## src/hdl/timer8_map.svh

```systemverilog
// Register offsets, field positions and reset values of the eight-bit timer front end.
`ifndef TIMER8_MAP_SVH
`define TIMER8_MAP_SVH
`define TIMER_BANK_D 4'hD
`define TIMER_OFS_CONTROL 4'h0
`define TIMER_OFS_LOW_HOLD 4'h4
`define TIMER_OFS_HIGH_HOLD 4'h5
`define TIMER_OFS_WIDE_LOW 4'h6
`define TIMER_BIT_RUN 7
`define TIMER_BIT_SINGLE 6
`define TIMER_BIT_TIMEOUT 5
`define TIMER_BIT_CLK_HI 4
`define TIMER_BIT_CLK_LO 3
`define TIMER_BIT_CAP_IE 2
`define TIMER_BIT_TO_IE 1
`define TIMER_CONTROL_RESET 8'h00
`define TIMER_HOLD_RESET 8'h00
`define TIMER_COUNT_ALL_ONES 8'hFF
`endif

```

## src/hdl/timer8_pkg.sv

```systemverilog
// Types shared by the eight-bit timer front end.
package timer8_pkg;
    typedef struct packed {
        logic run;
        logic single;
        logic [1:0] prescale_select;
        logic cap_ie;
        logic to_ie;
    } control_s;

    typedef struct packed {
        logic wr;
        logic rd;
        logic [3:0] bank;
        logic [3:0] index;
        logic [7:0] data;
    } reg_req_s;
endpackage

```

## src/hdl/timer8_prescaler.sv

```systemverilog
// Count clock enable divider for the eight-bit timer.
`timescale 1ns/1ns
module timer8_prescaler (
    input wire logic clk_i,
    input wire logic rst_i,
    input wire logic run_i,
    input wire logic [1:0] prescale_select_i,
    output logic tick_o
);
    logic [2:0] div_count;
    logic [2:0] div_mask;

    always_comb begin
        div_mask = 3'h0;
        unique case (prescale_select_i)
            2'h0: div_mask = 3'h0;
            2'h1: div_mask = 3'h1;
            2'h2: div_mask = 3'h3;
            2'h3: div_mask = 3'h7;
        endcase
    end

    always_ff @(posedge clk_i) begin
        if (rst_i || !run_i) begin
            div_count <= 3'h0;
        end else begin
            div_count <= div_count + 3'h1;
        end
    end

    // Tick once every 1, 2, 4 or 8 system clocks.
    assign tick_o = run_i && ((div_count & div_mask) == div_mask);
endmodule

```

## src/hdl/timer8_ctrl.sv

```systemverilog
// Control and hold registers with the eight-bit down counter.
// How it works
// - Control bit 7 written 1 starts the counter, written 0 stops it, and resets to 0.
// - Control bit 6 picks repeating modulo-N (0, reset) or single pass (1).
// - Control bit 5 reads 1 once a time-out has happened, 0 otherwise, and resets to 0.
// - Writing 1 to bit 5 clears the time-out flag, writing 0 leaves it.
// - Bits 4:3 divide the count clock by 1, 2, 4 or 8, with 1 after reset.
// - Bit 2 gates the data-capture interrupt and resets to 0.
// - The high hold register is a read/write byte at offset 05H of bank D.
// - The low hold register is a read/write byte at offset 04H of bank D.
// - The wide counter low hold byte is a read/write byte at offset 06H of bank D.
// - The control register is decoded at offset 00H of bank D.
// - Registers are addressed as one of sixteen banks of sixteen registers.
// - With bit 2 set, a capture event raises a capture interrupt request.
// - Reaching zero sets the time-out flag and interrupts only when bit 1 is set.
// - After a time-out in capture operation counting resumes from all ones.
`timescale 1ns/1ns
`include "timer8_map.svh"
module timer8_ctrl (
    input wire logic CLK_I,
    input wire logic RST_I,
    input wire logic REG_WR_I,
    input wire logic REG_RD_I,
    input wire logic [3:0] REG_BANK_I,
    input wire logic [3:0] REG_INDEX_I,
    input wire logic [7:0] REG_WDATA_I,
    input wire logic CAPTURE_MODE_I,
    input wire logic CAPTURE_EVENT_I,
    output logic [7:0] REG_RDATA_O,
    output logic [7:0] COUNT_O,
    output logic TIMEOUT_IRQ_O,
    output logic CAPTURE_IRQ_O,
    output logic RUNNING_O
);
    // ------------------------------------------------------------
    // Register access
    // ------------------------------------------------------------
    timer8_pkg::reg_req_s req;
    timer8_pkg::control_s ctl;
    logic timeout_flag;
    logic [7:0] low_hold;
    logic [7:0] high_hold;
    logic [7:0] wide_low_hold;
    logic [7:0] count;
    logic phase_high;
    logic tick;
    logic in_bank;
    logic wr_ctl;
    logic terminal;
    logic [7:0] next_rdata;

    assign req = '{wr: REG_WR_I, rd: REG_RD_I, bank: REG_BANK_I,
                   index: REG_INDEX_I, data: REG_WDATA_I};
    assign in_bank = (req.bank == `TIMER_BANK_D);
    assign wr_ctl = req.wr && in_bank && (req.index == `TIMER_OFS_CONTROL);

    always_ff @(posedge CLK_I) begin
        if (RST_I) begin
            ctl <= '0;
        end else if (wr_ctl) begin
            ctl.run <= req.data[`TIMER_BIT_RUN];
            ctl.single <= req.data[`TIMER_BIT_SINGLE];
            ctl.prescale_select <= req.data[`TIMER_BIT_CLK_HI:`TIMER_BIT_CLK_LO];
            ctl.cap_ie <= req.data[`TIMER_BIT_CAP_IE];
            ctl.to_ie <= req.data[`TIMER_BIT_TO_IE];
        end else if (terminal && ctl.single && !CAPTURE_MODE_I) begin
            ctl.run <= 1'b0;
        end
    end

    always_ff @(posedge CLK_I) begin
        if (RST_I) begin
            low_hold <= `TIMER_HOLD_RESET;
            high_hold <= `TIMER_HOLD_RESET;
            wide_low_hold <= `TIMER_HOLD_RESET;
        end else if (req.wr && in_bank) begin
            if (req.index == `TIMER_OFS_LOW_HOLD) begin
                low_hold <= req.data;
            end
            if (req.index == `TIMER_OFS_HIGH_HOLD) begin
                high_hold <= req.data;
            end
            if (req.index == `TIMER_OFS_WIDE_LOW) begin
                wide_low_hold <= req.data;
            end
        end
    end

    always_comb begin
        next_rdata = 8'h00;
        if (in_bank) begin
            unique case (req.index)
                `TIMER_OFS_CONTROL: next_rdata = {ctl.run, ctl.single, timeout_flag,
                                               ctl.prescale_select, ctl.cap_ie,
                                               ctl.to_ie, 1'b0};
                `TIMER_OFS_LOW_HOLD: next_rdata = low_hold;
                `TIMER_OFS_HIGH_HOLD: next_rdata = high_hold;
                `TIMER_OFS_WIDE_LOW: next_rdata = wide_low_hold;
                default: next_rdata = 8'h00;
            endcase
        end
    end

    always_ff @(posedge CLK_I) begin
        if (RST_I) begin
            REG_RDATA_O <= 8'h00;
        end else if (req.rd) begin
            REG_RDATA_O <= next_rdata;
        end
    end

    // ------------------------------------------------------------
    // Counter
    // ------------------------------------------------------------
    timer8_prescaler u_prescaler (
        .clk_i(CLK_I),
        .rst_i(RST_I),
        .run_i(ctl.run),
        .prescale_select_i(ctl.prescale_select),
        .tick_o(tick)
    );

    assign terminal = tick && (count == 8'h00);

    always_ff @(posedge CLK_I) begin
        if (RST_I) begin
            count <= 8'h00;
            phase_high <= 1'b0;
        end else if (wr_ctl && req.data[`TIMER_BIT_RUN] && !ctl.run) begin
            count <= low_hold;
            phase_high <= 1'b0;
        end else if (CAPTURE_MODE_I && CAPTURE_EVENT_I && ctl.run) begin
            count <= `TIMER_COUNT_ALL_ONES;
        end else if (terminal) begin
            if (CAPTURE_MODE_I) begin
                count <= `TIMER_COUNT_ALL_ONES;
            end else if (!ctl.single) begin
                count <= phase_high ? low_hold : high_hold;
                phase_high <= !phase_high;
            end
        end else if (tick) begin
            count <= count - 8'h01;
        end
    end

    // Set wins over a software clear in the same cycle.
    always_ff @(posedge CLK_I) begin
        if (RST_I) begin
            timeout_flag <= 1'b0;
        end else if (terminal) begin
            timeout_flag <= 1'b1;
        end else if (wr_ctl && req.data[`TIMER_BIT_TIMEOUT]) begin
            timeout_flag <= 1'b0;
        end
    end

    always_ff @(posedge CLK_I) begin
        if (RST_I) begin
            TIMEOUT_IRQ_O <= 1'b0;
            CAPTURE_IRQ_O <= 1'b0;
            COUNT_O <= 8'h00;
            RUNNING_O <= 1'b0;
        end else begin
            TIMEOUT_IRQ_O <= terminal && ctl.to_ie;
            CAPTURE_IRQ_O <= CAPTURE_EVENT_I && ctl.cap_ie;
            COUNT_O <= count;
            RUNNING_O <= ctl.run;
        end
    end

    // ------------------------------------------------------------
    // Checks
    // ------------------------------------------------------------
    a_run_bit_write: assert property (@(posedge CLK_I) disable iff (RST_I)
        wr_ctl |=> ctl.run == $past(req.data[7]))
        else $error("run bit not taken from write");
    a_single_write: assert property (@(posedge CLK_I) disable iff (RST_I)
        wr_ctl |=> ctl.single == $past(req.data[6]))
        else $error("single pass bit not taken from write");
    a_timeout_sets: assert property (@(posedge CLK_I) disable iff (RST_I)
        terminal |=> timeout_flag)
        else $error("time-out flag not set at zero");
    a_timeout_clear: assert property (@(posedge CLK_I) disable iff (RST_I)
        (wr_ctl && req.data[5] && !terminal) |=> !timeout_flag)
        else $error("time-out flag not cleared");
    a_timeout_keep: assert property (@(posedge CLK_I) disable iff (RST_I)
        (wr_ctl && !req.data[5] && timeout_flag) |=> timeout_flag)
        else $error("time-out flag lost on zero write");
    a_capture_gate: assert property (@(posedge CLK_I) disable iff (RST_I)
        CAPTURE_IRQ_O |-> $past(ctl.cap_ie) && $past(CAPTURE_EVENT_I))
        else $error("capture interrupt while masked");
    a_timeout_gate: assert property (@(posedge CLK_I) disable iff (RST_I)
        TIMEOUT_IRQ_O |-> $past(ctl.to_ie) && $past(terminal))
        else $error("time-out interrupt while masked");
    a_high_hold_rw: assert property (@(posedge CLK_I) disable iff (RST_I)
        (req.wr && in_bank && req.index == 4'h5) |=> high_hold == $past(req.data))
        else $error("high hold write lost");
    a_low_hold_rw: assert property (@(posedge CLK_I) disable iff (RST_I)
        (req.wr && in_bank && req.index == 4'h4) |=> low_hold == $past(req.data))
        else $error("low hold write lost");
    a_wide_hold_rw: assert property (@(posedge CLK_I) disable iff (RST_I)
        (req.wr && in_bank && req.index == 4'h6) |=> wide_low_hold == $past(req.data))
        else $error("wide low hold write lost");
    a_ctl_readback: assert property (@(posedge CLK_I) disable iff (RST_I)
        (req.rd && in_bank && req.index == 4'h0 && !wr_ctl) |=>
        REG_RDATA_O[7] == $past(ctl.run))
        else $error("control read does not show run bit");
    a_bank_decode: assert property (@(posedge CLK_I) disable iff (RST_I)
        (req.rd && !in_bank) |=> REG_RDATA_O == 8'h00)
        else $error("other bank not read as zero");
    a_capture_reload: assert property (@(posedge CLK_I) disable iff (RST_I)
        (terminal && CAPTURE_MODE_I && !wr_ctl) |=> count == 8'hFF)
        else $error("capture counting not resumed from all ones");
    a_single_stops: assert property (@(posedge CLK_I) disable iff (RST_I)
        (terminal && ctl.single && !CAPTURE_MODE_I && !wr_ctl) |=> !ctl.run)
        else $error("single pass did not stop");
    a_prescale_rate: assert property (@(posedge CLK_I) disable iff (RST_I)
        (tick && ctl.prescale_select == 2'h3 && !wr_ctl) |=> !tick [*7])
        else $error("divide by eight ticks too often");
    a_capture_irq: assert property (@(posedge CLK_I) disable iff (RST_I)
        (CAPTURE_EVENT_I && ctl.cap_ie) |=> CAPTURE_IRQ_O)
        else $error("capture interrupt missing");
endmodule

```

## config.mk

```make
export PLATFORM = sky130hd
export DESIGN_NAME = timer8_ctrl
export DESIGN_NICKNAME = d
export VERILOG_FILES = /design/src/hdl/timer8_pkg.sv /design/src/hdl/timer8_prescaler.sv /design/src/hdl/timer8_ctrl.sv
export VERILOG_INCLUDE_DIRS = /design/src /design/src/hdl
export SDC_FILE = /design/constraint.sdc
export NUM_CORES = 1
export LEC_CHECK = 0
export ABC_CLOCK_PERIOD_IN_PS = 5150
export BUFFER_PORTS_ARGS = -buffer_cell sky130_fd_sc_hd__buf_4
export CAP_MARGIN = 20
export CORE_MARGIN = 5
export CORE_UTILIZATION = 30
export DETAILED_ROUTE_END_ITERATION = 12
export GPL_TIMING_DRIVEN = 1
export HOLD_SLACK_MARGIN = 0.05
export PLACE_DENSITY_LB_ADDON = 0.15
export SLEW_MARGIN = 15
export SYNTH_ARGS = -nofsm -noshare
export SYNTH_HDL_FRONTEND = slang
export SYNTH_HIERARCHICAL = 1
export SYNTH_SLANG_ARGS = --single-unit
```

## constraint.sdc

```tcl
create_clock -name CLK_I -period 5.15 [get_ports CLK_I]
set_input_delay 0.2575 -clock CLK_I [delete_from_list [all_inputs] [get_ports CLK_I]]
set_output_delay 0.2575 -clock CLK_I [all_outputs]
set_load 0.05 [all_outputs]
```

# Word-level counts from Yosys, hierarchy flattened
# Cells that the tools add are included.
# totals
output_inout_bits	19
regBits	62
inputBits	22
# op_classes
eq_ne	9
addsub	2
bitwise_logic	4
n_reduce_logical	29
n_mux	14
# op_table
operator	count
$mux 8	8
$pmux 8 s4	1
$logic_and 1x1->1	13
$eq 4x3->1 const B	3
$pmux 3 s4	1
$logic_not 8->1	1
$reduce_and 2->1	4
$sub 8x1->8 const B	1
$ne 5x3->1 const B	1
$eq 2x2->1 const B	2
$eq 4x4->1 const B	1
$logic_not 4->1	1
$mux 1	4
$reduce_and 4->1	1
$reduce_bool 2->1	2
$reduce_bool 4->1	1
$add 3x1->3 const B	1
$and 3x3->3	1
$eq 3x3->1	1
$logic_not 1->1	3
$not 1->1	3
$eq 2x1->1 const B	1
$logic_not 2->1	1
$reduce_or 2->1	1
$logic_or 1x1->1	1

# Depth between registers and ports, before layout
# Gate-level depths: netlist of the first run.
# logic_depth
depth_word	10
depth_mapped	9
mapped_depth_nobuf	8

# By module
# Netlist of the first run, hierarchy kept.
# by_module_without_submodules
mod	seq_area_each_um2	instances	cells_each	area_per_inst_um2
timer8_ctrl	1181.1	1	315	2766.4
timer8_prescaler	60.1	1	15	125.1

# Least setup slack after synthesis of the first run
# Ideal clock, no wire load.
# synth_path
path_kind	flip-flop to flip-flop
from	register count[2]
to	register count[3]
path_stages_with_launch	8
period_less_slack_ns	2.128
n_path_buf	2
setup_slack_ns	3.022
required_time_ns	5.009
t_arrival_ns	1.987
path_cell_list	dfxtp_1 > or4_1 > buf_4 > or3_1 > buf_6 > a2111oi_2 > a211o_1 > a311oi_2
# synth_via
elab_chain_len	5
word_cells_on_any_way	10
# synth_rtl
item	line	rtl
start, declared	timer8_ctrl.sv:44	logic [7:0] count;
start signal, assigned	timer8_ctrl.sv:130	count <= low_hold;
start signal, assigned	timer8_ctrl.sv:133	count <= `TIMER_COUNT_ALL_ONES;
start signal, assigned	timer8_ctrl.sv:136	count <= `TIMER_COUNT_ALL_ONES;
$sub 8x1->8 or $logic_not 8->1 (tied branches)	timer8_ctrl.sv:142, timer8_ctrl.sv:123	
$mux 8 or $logic_and 1x1->1 (tied branches)	timer8_ctrl.sv:141, timer8_ctrl.sv:123	
$mux 8	timer8_ctrl.sv:134	end else if (terminal) begin
$mux 8	timer8_ctrl.sv:132	end else if (CAPTURE_MODE_I && CAPTURE_EVENT_I && ctl.run) begin
$mux 8	timer8_ctrl.sv:129	end else if (wr_ctl && req.data[`TIMER_BIT_RUN] && !ctl.run) begin
# Several ways; a longest one is shown, not always the timed one. The select of a mux whose other input is x is not followed.
# A chain may end at the register's enable or synchronous reset.

# Worst setup path in the final report of the first run
# layout_path
from	register ctl[5] (netlist bit)
to	register count[3]
# layout_via
elab_chain_len	5
word_cells_on_any_way	11
# layout_rtl
item	line	rtl
start, declared	timer8_ctrl.sv:39	timer8_pkg::control_s ctl;
$logic_and 1x1->1 (*)	timer8_prescaler.sv:32	assign tick_o = run_i && ((div_count & div_mask) == div_mask);
net tick	timer8_ctrl.sv:46	logic tick;
$logic_and 1x1->1	timer8_ctrl.sv:123	assign terminal = tick && (count == 8'h00);
$mux 8	timer8_ctrl.sv:134	
$mux 8	timer8_ctrl.sv:132	
$mux 8	timer8_ctrl.sv:129	
# Mark *: on every way through the listed nets, which the timed path passes. The rest lies on a longest branch.

==> results of run 1 <==
==> worst paths after layout <==
kind / slack [ns] / end
worst max-delay path: 2.62 / count[3]
worst min-delay path: 0.17 / high_hold[0]
worst max register to register: 2.62 / count[3]
worst min register to register: 0.45 / REG_RDATA_O[6]
==> cells in the mapped netlist, types with 2 or more instances <==
cell | instances | area share
dfxtp_1 | 62 | 0.43
nor2_1 | 54 | 0.070
mux2i_1 | 38 | 0.13
a21oi_1 | 26 | 0.045
nand2_1 | 21 | 0.027
nor2b_1 | 20 | 0.043
clkbuf_1 | 14 | 0.018
o21ai_0 | 12 | 0.021
inv_1 | 7 | 0.0091
a211oi_1 | 6 | 0.016
nand2b_1 | 6 | 0.013
nor3_1 | 5 | 0.0087
a211o_1 | 4 | 0.012
buf_1 | 4 | 0.0052
nand4_1 | 4 | 0.0087
a31oi_1 | 3 | 0.0065
ha_1 | 3 | 0.013
nand3b_1 | 3 | 0.0078
or3_1 | 3 | 0.0065
a2111oi_2 | 2 | 0.010
a22oi_1 | 2 | 0.0052
and2_1 | 2 | 0.0043
nor4_1 | 2 | 0.0043
o21bai_1 | 2 | 0.0052
o22ai_1 | 2 | 0.0043
o41ai_1 | 2 | 0.0061
or4_1 | 2 | 0.0052
xnor2_1 | 2 | 0.0061
==> per-layer routing <==
| layer | routed length [um] | share of wire | vias to the layer above | GRT usage |
|---|---|---|---|---|
| met5 | 0 | 0 | - | 0 |
| met4 | 47 | 0.0064 | 0 | 0.0352 |
| met3 | 359 | 0.049 | 4 | 0.0466 |
| met2 | 3300 | 0.45 | 56 | 0.210 |
| met1 | 3650 | 0.50 | 1091 | 0.184 |
| li1 | - | - | 1213 | - |
==> stage by stage <==
stage / std cells / cell area [um^2]
after global routing: 493 / 3450
after detailed placement: 478 / 3260
final: 493 / 3450
after CTS: 493 / 3450
after floorplan: 330 / 2890
after global placement: 478 / 3260
==> cells by family (layout without fill, tap and decap cells) <==
| logic type | Yosys count | in the layout | share of synthesized area |
|---|---|---|---|
| buf+inv | 28 | 62 | 0.0407 |
| compound gates | 66 | 66 | 0.154 |
| fa+ha+maj | 3 | 3 | 0.0130 |
| xor+xnor | 3 | 3 | 0.00909 |
| mux | 39 | 39 | 0.135 |
| simple gates | 129 | 129 | 0.219 |
| flops | 62 | 62 | 0.429 |
==> registers in the layout, summed over array words and instances (netlist names) <==
register,cells
COUNT_O,8
REG_RDATA_O,8
count,8
high_hold,8
low_hold,8
wide_low_hold,8
ctl,6
u_prescaler/div_count,3
CAPTURE_IRQ_O,1
RUNNING_O,1
TIMEOUT_IRQ_O,1
phase_high,1
timeout_flag,1
==> layout by cell type (no fill, tap or decap), types with 4 or more instances in the layout <==
master / count
o21ai_0: 12
a21oi_1: 26
mux2i_1: 38
buf_4: 40
clkbuf_8: 10
clkinv_2: 4
nand2_1: 21
nand4_1: 4
a211oi_1: 6
nand2b_1: 6
a211o_1: 4
inv_1: 7
nor3_1: 5
dfxtp_1: 62
nor2_1: 54
nor2b_1: 20
==> cell type report <==
cell class                 instances  share of cell area
clock buffer                      10              0.0399
tap                              129              0.0468
multi-input combinational        240               0.444
sequential                        62               0.360
clock inverter                     5              0.0145
inverter                           7             0.00762
timing repair buffer              40              0.0871
==> tightest hold or removal path: cells and delay by family <==
family	cells	cell delay, ns
multiplexers	1	0.06
AND/OR/NAND/NOR	1	0.07
buffers and inverters	1	0.09
==> where the power goes <==
part           total (uW)  switching (uW)  internal [uW]
sequential            480           0.617            480
clock                 422             191            231
combinational        42.7            25.9           16.8
==> reports/qor.csv, run 1 <==
stage;metric;value;unit
cells_and_area;area delta synth->final;19.3;%
cts;Clk Latency, worst-skew pair;0.34;ns
cts;Post-CTS Setup Bufs;0;
timing;Max Fclk;395;MHz
cts;CTS Buffer Depth;2;
floorplanning;Die Y;108;um
cells_and_area;Final Core Density;0.370;
synthesis;Netlist cell types;45;
cells_and_area;# fillers;972;
routing;DRT iter0 DRCs;78;
setup_path;Arr. time, crit path;2.73;ns
timing;Worst-Margin Slew;0.861;ns
status;status;finished, final reports clean;
power;PnR Total Power;945;uW
cts;H-tree depth;3;
routing;DR WL/cell;14.9;um
timing;Tcrit/Tclk final;0.492;
cells_and_area;Antenna Diode Count;0;
synthesis;top_reg_cell synth;dfxtp_1;
placed_design;pre-CTS setup slack;2.67;ns
synthesis;YS warnings;6;
timing;final hold violation count;0;
routing;Via Count;2364;
routing;Pre-Repair DR Iteration Count;4;
worst_hold_path;Hold Crit Depth;3;
grt;first-pass GRT wire length;12.4;mm
floorplanning;width of the chip;108;um
timing;setup TNS;0;ns
cells_and_area;fraction of layout cells with a size suffix above 1;0.165;
setup_path;WP depth;7;
setup_path;r2r startpoint;ctl[5];
setup_path;crit path kind;reg2reg;
routing;Detailed Route WL;7.36;mm
setup_path;Worst Setup SP;ctl[5];
setup_path;crit path buf inv count;0;
cts;Reg clk slew, reported paths;0.07;ns
synthesis;Synth Register Bits;62;
setup_path;Worst path max stage delay;0.54;ns
worst_hold_path;hold path startpoint;REG_WDATA_I[0];
grt;initial antenna violation count;0;
setup_path;nature of the critical path startpoint;flop;
grt;Overall Global Routing Usage;0.137;
floorplanning;Row Count;35;
synthesis;async set or reset register ratio after synthesis;0;
synthesis;Mapped Nets;355;
grt;Congestion Overflow GR;0;
synthesis;number of enable flip-flop cells after synthesis;0;
placed_design;IO Port Bufs;40;
floorplanning;core region area;0.00933;mm^2
job;# Max-Cap Violations;0;
timing;setup violators final;0;
cts;CTS Hold Bufs;0;
cts;cts bufs inserted;9;
worst_hold_path;Hold Path Class;in2reg;
cells_and_area;register area;0.00124;mm^2
timing;Max Slew Vio Count;0;
setup_path;CP Max Fanout;9;
cells_and_area;Final Net Count;385;
cts;CTS tree;yes;
setup_path;Worst Reg-to-Reg Cells;7;
setup_path;Crit. End Element;flop;
placed_design;Post-DP HPWL;5.18;mm
synthesis;area of the mapped netlist;0.00289;mm^2
grt;vias in the first global route;2421;
setup_path;CP Data Required Time;5.35;ns
power;Max VDD drop;0.147;mV
floorplanning;Initial Util;0.310;
synthesis;Mapped Avg Cell Area;8.76;um^2
floorplanning;IO Pins;41;
synthesis;Cells after Synth;330;
cts;root buf cell;clkbuf_8;
synthesis;sequential share of the synthesized area;0.429;
timing;hold slack;0.171;ns
cts;cts repair resizes;0;
timing;fin worst setup slack;2.62;ns
placed_design;gpl congestion;0.770;
setup_path;slowest CP cell;or3_1;
timing;worst clock skew;0.00426;ns
routing;number of routed nets with antenna violations;0;
routing;DRC errors left;0;
timing;Max-slew headroom;0.422;
power;Pwr Density;274;mW/mm^2
routing;vias per cell;4.80;
grt;largest net degree at the start of global routing;62;
cts;CTS Sinks;62;
setup_path;Top Family by Delay on Critical Path;compound AO/OA/AOI/OAI gates;
floorplanning;die area;0.0117;mm^2
cells_and_area;multi-input logic area;0.00153;mm^2
power;P_leak;0.00151;uW
setup_path;worst path cell trace;o21ai_1 -> a21oi_1 -> nand3b_1 -> or3_1 -> a2111oi_2 -> a211o_1 -> a311oi_2;
timing;min Tclk post-route;2.53;ns
timing;RSZ-0062 raised after global routing;no;
Note: power is estimated with default switching activity, not from simulation.
==> inputs of run 2 (changes only) <==
Settings changed: ABC_CLOCK_PERIOD_IN_PS 5150 to 2300.
Clock period 5.15 ns to 2.3 ns, I/O delays scaled along.
==> run 2 against run 1 <==
Against the previous run:
- highest routed layer unchanged
- non-clock buffer count is 22 higher
- total power grew 120%
- routed wire length grew 3.5%
- first-iteration DRC count increased by 67%
- utilization rose by 1.8 points
- die area unchanged
- clock skew is 0.0045 ns higher
- sequential power increased by 130%
==> reports/qor.csv, run 2 (synthesized netlist as in run 1, its figures left out) <==
stage;metric;value;unit;change
routing;Detailed Route WL;7.61;mm;was 7.36 mm
power;combinational group share of total power;0.051;;was 0.045
timing;RSZ-0062 raised after global routing;no;;unchanged
grt;Congestion Overflow GR;0;;unchanged
placed_design;Post-DP HPWL;5.41;mm;was 5.18 mm
placed_design;gpl congestion;0.840;;was 0.770
setup_path;Worst Reg-to-Reg Cells;6;;was 7
floorplanning;width of the chip;108;um;unchanged
floorplanning;die area;0.0117;mm^2;unchanged
setup_path;nature of the critical path startpoint;flop;;unchanged
routing;DR WL/cell;14.8;um;was 14.9 um
cts;cts bufs inserted;9;;unchanged
power;Pwr Density;566;mW/mm^2;was 274 mW/mm^2
grt;initial antenna violation count;0;;unchanged
setup_path;Top Family by Delay on Critical Path;compound AO/OA/AOI/OAI gates;;unchanged
grt;vias in the first global route;2393;;was 2421
cts;H-tree depth;3;;unchanged
setup_path;Worst path max stage delay;0.56;ns;was 0.54 ns
setup_path;Arr. time, crit path;2.43;ns;was 2.73 ns
routing;number of routed nets with antenna violations;0;;unchanged
power;Clock Power Share;0.424;;was 0.446
cells_and_area;most common library cell in the layout ignoring fill and taps;dfxtp_1;;unchanged
timing;setup TNS;0;ns;unchanged
routing;Via Count;2464;;was 2364
routing;DRT iter0 DRCs;130;;was 78
cts;Reg clk slew, reported paths;0.08;ns;was 0.07 ns
cells_and_area;# fillers;966;;was 972
setup_path;Crit. End Element;flop;;unchanged
cells_and_area;area delta synth->final;25.2;%;was 19.3%
floorplanning;Initial Util;0.310;;unchanged
worst_hold_path;Hold Crit Depth;3;;unchanged
timing;Max Fclk;457;MHz;was 395 MHz
cells_and_area;Antenna Diode Count;0;;unchanged
grt;first-pass GRT wire length;12.4;mm;about the same
setup_path;crit path kind;reg2reg;;unchanged
setup_path;slowest CP cell;or4_1;;was or3_1
grt;largest net degree at the start of global routing;62;;unchanged
timing;worst clock skew;0.00880;ns;was 0.00426 ns
timing;Max-slew headroom;0.565;;was 0.422
cts;CTS tree;yes;;unchanged
cells_and_area;Final Net Count;407;;was 385
setup_path;worst path cell trace;or4_1 -> buf_4 -> o41ai_4 -> buf_4 -> o21ai_0 -> a311oi_2;;was o21ai_1 -> a21oi_1 -> nand3b_1 -> or3_1 -> a2111oi_2 -> a211o_1 -> a311oi_2
timing;Tcrit/Tclk final;0.951;;was 0.492
status;status;finished, final reports clean;;unchanged
setup_path;CP Max Fanout;10;;was 9
cells_and_area;fraction of layout cells with a size suffix above 1;0.202;;was 0.165
cts;CTS Buffer Depth;2;;unchanged
cts;Clk Latency, worst-skew pair;0.33;ns;was 0.34 ns
floorplanning;Die Y;108;um;unchanged
placed_design;IO Port Bufs;40;;unchanged
timing;Max Slew Vio Count;0;;unchanged
setup_path;WP depth;6;;was 7
power;Max VDD drop;0.238;mV;was 0.147 mV
job;# Max-Cap Violations;0;;unchanged
routing;DRC errors left;0;;unchanged
worst_hold_path;Hold Path Class;in2reg;;unchanged
power;P_leak;0.00160;uW;was 0.00151 uW
power;Switching Share;0.249;;was 0.230
setup_path;most frequent CP cell;buf_4;;
cells_and_area;most frequent cells in the layout;dfxtp_1 (62), buf_4 (57), nor2_1 (54), mux2i_1 (38), a21oi_1 (26);;was dfxtp_1 (62), nor2_1 (54), buf_4 (40), mux2i_1 (38), a21oi_1 (26)
routing;vias per cell;4.78;;was 4.80
floorplanning;IO Pins;41;;unchanged
grt;Overall Global Routing Usage;0.136;;was 0.137
setup_path;crit path buf inv count;2;;was 0
cells_and_area;Final Core Density;0.388;;was 0.370
setup_path;CP Data Required Time;2.54;ns;was 5.35 ns
routing;Pre-Repair DR Iteration Count;5;;was 4
power;Cell Int Power;1540;uW;was 727 uW
cells_and_area;register area;0.00124;mm^2;unchanged
cells_and_area;multi-input logic area;0.00154;mm^2;was 0.00153 mm^2
floorplanning;core region area;0.00933;mm^2;unchanged
timing;min Tclk post-route;2.19;ns;was 2.53 ns
cts;CTS Sinks;62;;unchanged
cts;root buf cell;clkbuf_8;;unchanged
power;share of power burned in registers;0.525;;was 0.508
floorplanning;Row Count;35;;unchanged
timing;setup violators final;0;;unchanged
timing;Worst-Margin Slew;0.653;ns;was 0.861 ns
timing;final hold violation count;0;;unchanged
power;Psw;509;uW;was 218 uW
-- run 2: changes by cell type in the layout (fill, tap and decap cells not counted) --
cell	delta
buf_4	+17
bufinv_16	-1
clkinv_2	-2
clkbuf_1	+1
dlygate4sd3_1	+5
clkinv_4	+2
or3_1	-1
clkinvlp_4	+1
or3_4	+1
-- run 2: worst paths after layout --
path / startpoint / end / slack, ns
setup / recovery: count[2] / count[3] / 0.11
hold / removal: REG_WDATA_I[6] / wide_low_hold[6] / 0.05
setup reg to reg: count[2] / count[3] / 0.11
hold reg to reg: wide_low_hold[5] / REG_RDATA_O[5] / 0.46
-- run 2: layout make-up --
cell class	count	share of cell area
inverters	7	0.00726
well taps	129	0.0446
clock buffers	11	0.0390
multi-input cells	240	0.425
repair buffers	62	0.132
flip-flops and latches	62	0.343
clock inverters	5	0.00968
-- run 2: layer usage --
layer	vias up	wire length (um)	global-route usage
met2	69	3470	0.216
li1	1263	-	-
met1	1123	3660	0.182
met3	9	412	0.0364
met4	0	72	0.0343
met5	-	0	0
-- run 2: worst reg2reg max path, stage by stage (launching register included) --
cell	delay, ns
dfxtp_1	0.32
or4_1	0.56
buf_4	0.19
o41ai_4	0.39
buf_4	0.24
o21ai_0	0.12
a311oi_2	0.28
-- run 2: what timing repair did --
action	CTS	global route
endpoints found under the hold margin	10	0
endpoints found under the setup margin	0	1
gates resized for setup	0	1
hold buffers	5	0
setup buffers	0	0
-- run 2: per-stage QoR --
step / hold WS (ns) / instances / power (uW) / setup slack (ns) / instance area, um^2
global placement: 0.372 / 495 / 1200 / 0.187 / 3390
finish: 0.0489 / 516 / 2050 / 0.113 / 3620
global route: 0.0628 / 516 / 2150 / 0.00534 / 3620
detailed placement: 0.374 / 495 / 1200 / 0.143 / 3390
floorplan: 0.236 / 330 / 1150 / 0.172 / 2890
CTS: 0.0512 / 516 / 2080 / 0.124 / 3620
-- run 2: power by group through the flow --
stage / Sequential (uW) / Clock, uW / Combinational [uW]
2_1_floorplan: 1100 / 0 / 45.1
3_3_place_gp: 1100 / 0 / 98.2
3_5_place_dp: 1100 / 0 / 98.2
4_1_cts: 1070 / 899 / 105
5_1_grt: 1070 / 957 / 113
6_report: 1080 / 869 / 104
==> inputs of run 3 (changes only) <==
Settings changed: CORE_UTILIZATION 30 to 51.
==> run 3 against run 2 <==
Against the previous run:
- sequential power barely moved
- worst setup slack better by 0.042 ns
- utilization is 26 points higher
- first-iteration DRC count is 55% higher
- combinational power hardly changed
- critical path depth is 1 lower
- global-route usage is 6.6 points higher
- clock power shrank 3.3%
- design area shrank 1.8%
- non-clock buffer count unchanged
- sequential cell count is the same
- critical endpoint is now count[2]
==> reports/qor.csv, run 3 (synthesized netlist as in run 1, its figures left out) <==
stage;metric;value;unit;change
routing;DR WL/cell;14.9;um;was 14.8 um
floorplanning;core region area;0.00551;mm^2;was 0.00933 mm^2
setup_path;crit path kind;reg2reg;;unchanged
timing;Max Fclk;466;MHz;was 457 MHz
cts;Reg clk slew, reported paths;0.07;ns;was 0.08 ns
timing;Worst-Margin Slew;0.632;ns;was 0.653 ns
timing;Max Slew Vio Count;0;;unchanged
power;Pwr Density;569;mW/mm^2;was 566 mW/mm^2
setup_path;slowest CP cell;or4_1;;unchanged
grt;grt met3 use;0.0515;;was 0.0364
timing;worst clock skew;0.00890;ns;was 0.00880 ns
timing;Max-slew headroom;0.578;;was 0.565
timing;final hold violation count;0;;unchanged
timing;setup TNS;0;ns;unchanged
floorplanning;Initial Util;0.525;;was 0.310
setup_path;CP Data Required Time;2.55;ns;was 2.54 ns
cells_and_area;most common library cell in the layout ignoring fill and taps;dfxtp_1;;unchanged
cells_and_area;fraction of layout cells with a size suffix above 1;0.194;;was 0.202
cells_and_area;Antenna Diode Count;0;;unchanged
cts;cts bufs inserted;9;;unchanged
grt;Overall Global Routing Usage;0.202;;was 0.136
placed_design;IO Port Bufs;40;;unchanged
floorplanning;IO Pins;41;;unchanged
floorplanning;width of the chip;85.3;um;was 108 um
setup_path;Worst Setup SP;count[3];;was count[2]
floorplanning;die area;0.00728;mm^2;was 0.0117 mm^2
cts;Clk Latency, worst-skew pair;0.34;ns;was 0.33 ns
power;Cell Int Power;1510;uW;was 1540 uW
setup_path;Worst Reg-to-Reg Cells;5;;was 6
setup_path;nature of the critical path startpoint;flop;;unchanged
grt;largest net degree at the start of global routing;62;;unchanged
placed_design;Post-DP HPWL;4.84;mm;was 5.41 mm
routing;vias per cell;5.44;;was 4.78
setup_path;Worst path max stage delay;0.60;ns;was 0.56 ns
routing;number of routed nets with antenna violations;0;;unchanged
setup_path;Arr. time, crit path;2.40;ns;was 2.43 ns
power;Clock Power Share;0.415;;was 0.424
cts;root buf cell;clkbuf_8;;unchanged
grt;vias in the first global route;2425;;was 2393
floorplanning;Die Y;85.3;um;was 108 um
cells_and_area;Final Net Count;407;;unchanged
routing;Pre-Repair DR Iteration Count;4;;was 5
grt;met1 Use GR;0.258;;was 0.182
power;combinational group share of total power;0.053;;was 0.051
job;# Max-Cap Violations;0;;unchanged
cts;H-tree depth;3;;unchanged
worst_hold_path;Hold Path Class;in2reg;;unchanged
grt;gr busiest metal;met2;;unchanged
routing;DRT iter0 DRCs;201;;was 130
cts;CTS Buffer Depth;2;;unchanged
setup_path;r2r startpoint;count[3];;was count[2]
timing;setup violators final;0;;unchanged
grt;Congestion Overflow GR;0;;unchanged
cts;CTS Sinks;62;;unchanged
power;share of power burned in registers;0.532;;was 0.525
routing;DRC errors left;0;;unchanged
setup_path;RR Endpoint;count[2];;was count[3]
timing;min Tclk post-route;2.14;ns;was 2.19 ns
routing;Detailed Route WL;6.82;mm;was 7.61 mm
status;status;finished, final reports clean;;unchanged
setup_path;Crit. End Element;flop;;unchanged
power;Psw;509;uW;about the same
grt;first-pass GRT wire length;11.7;mm;was 12.4 mm
cells_and_area;most frequent cells in the layout;dfxtp_1 (62), nor2_1 (54), buf_4 (53), mux2i_1 (38), a21oi_1 (26);;was dfxtp_1 (62), buf_4 (57), nor2_1 (54), mux2i_1 (38), a21oi_1 (26)
placed_design;gpl congestion;0.827;;was 0.840
timing;Tcrit/Tclk final;0.933;;was 0.951
cts;CTS tree;yes;;unchanged
cells_and_area;Final Core Density;0.646;;was 0.388
power;Switching Share;0.252;;was 0.249
grt;GRT met2 Usage;0.324;;was 0.216
setup_path;Reg2Reg Setup Slack;0.16;ns;was 0.11 ns
timing;RSZ-0062 raised after global routing;no;;unchanged
power;Max VDD drop;0.396;mV;was 0.238 mV
floorplanning;Row Count;27;;was 35
power;P_leak;0.00160;uW;about the same
setup_path;capture point of the worst path;count[2];;was count[3]
setup_path;CP Max Fanout;10;;unchanged
grt;initial antenna violation count;0;;unchanged
cells_and_area;area delta synth->final;23.0;%;was 25.2%
setup_path;worst path cell trace;or4_1 -> o41ai_4 -> buf_4 -> o22ai_1 -> a211oi_1;;was or4_1 -> buf_4 -> o41ai_4 -> buf_4 -> o21ai_0 -> a311oi_2
routing;Via Count;2499;;was 2464
==> run 3: changes by cell type in the layout (fill, tap and decap cells not counted) <==
cell | previous run | this run
buf_4 | 57 | 53
clkbuf_1 | 1 | 0
clkbuf_8 | 10 | 9
clkinv_2 | 2 | 3
dlygate4sd3_1 | 5 | 9
inv_6 | 0 | 1
==> run 3: area by class of cell <==
| cell class | instances | area (um^2) |
|---|---|---|
| fill | 468 | 1950 |
| multi-input combinational | 240 | 1540 |
| sequential | 62 | 1240 |
| timing repair buffer | 62 | 488 |
| clock buffer | 9 | 124 |
| tap | 72 | 90.1 |
| clock inverter | 7 | 48.8 |
| inverter | 7 | 26.3 |
==> run 3: what timing repair did <==
action                                 CTS  global route
setup endpoints to repair                0             1
hold buffers                             9             0
endpoints found under the hold margin   26             0
gates resized for setup                  0             1
buffers inserted                         0             0
==> run 3: worst min-delay path by stage <==
stage,start,endpoint,slack (ns),cells past startpoint
floorplan,CAPTURE_EVENT_I,CAPTURE_IRQ_O,0.24,2
CTS,REG_RD_I,REG_RDATA_O[0],0.11,3
global route,REG_RD_I,REG_RDATA_O[0],0.12,3
global placement,CAPTURE_EVENT_I,CAPTURE_IRQ_O,0.37,3
detailed placement,REG_WDATA_I[5],low_hold[5],0.37,3
finish,REG_RD_I,REG_RDATA_O[0],0.12,3
==> run 3: per-layer routing <==
layer / part of all wire / wire length, um
met5: 0 / 0
met4: 0.011 / 76
met3: 0.051 / 346
met2: 0.47 / 3210
met1: 0.47 / 3190
==> run 3: stage by stage <==
step	std cells	hold WS (ns)	setup slack (ns)	power (uW)	area [um^2]
floorplan	330	0.236	0.172	1150	2890
global placement	434	0.367	0.147	1190	3290
detailed placement	434	0.372	0.100	1190	3290
CTS	459	0.111	0.0884	2040	3550
global route	459	0.123	0.0630	2110	3560
finish	459	0.122	0.155	2020	3560
==> run 3: power by group through the flow <==
stage                     logic [uW]  registers, uW  clock network [uW]
after floorplan                 45.1           1100                   0
after global routing             116           1080                 919
final                            107           1080                 840
after detailed placement        93.8           1100                   0
after global placement          93.5           1100                   0
after CTS                        106           1080                 860
==> run 3: worst max-delay path, delay by kind of cell, from the launching register on <==
family,cells,cell delay (ns)
AO/OA/AOI/OAI,3,0.86
AND/OR/NAND/NOR,1,0.60
flip-flops,1,0.35
buffers and inverters,1,0.23
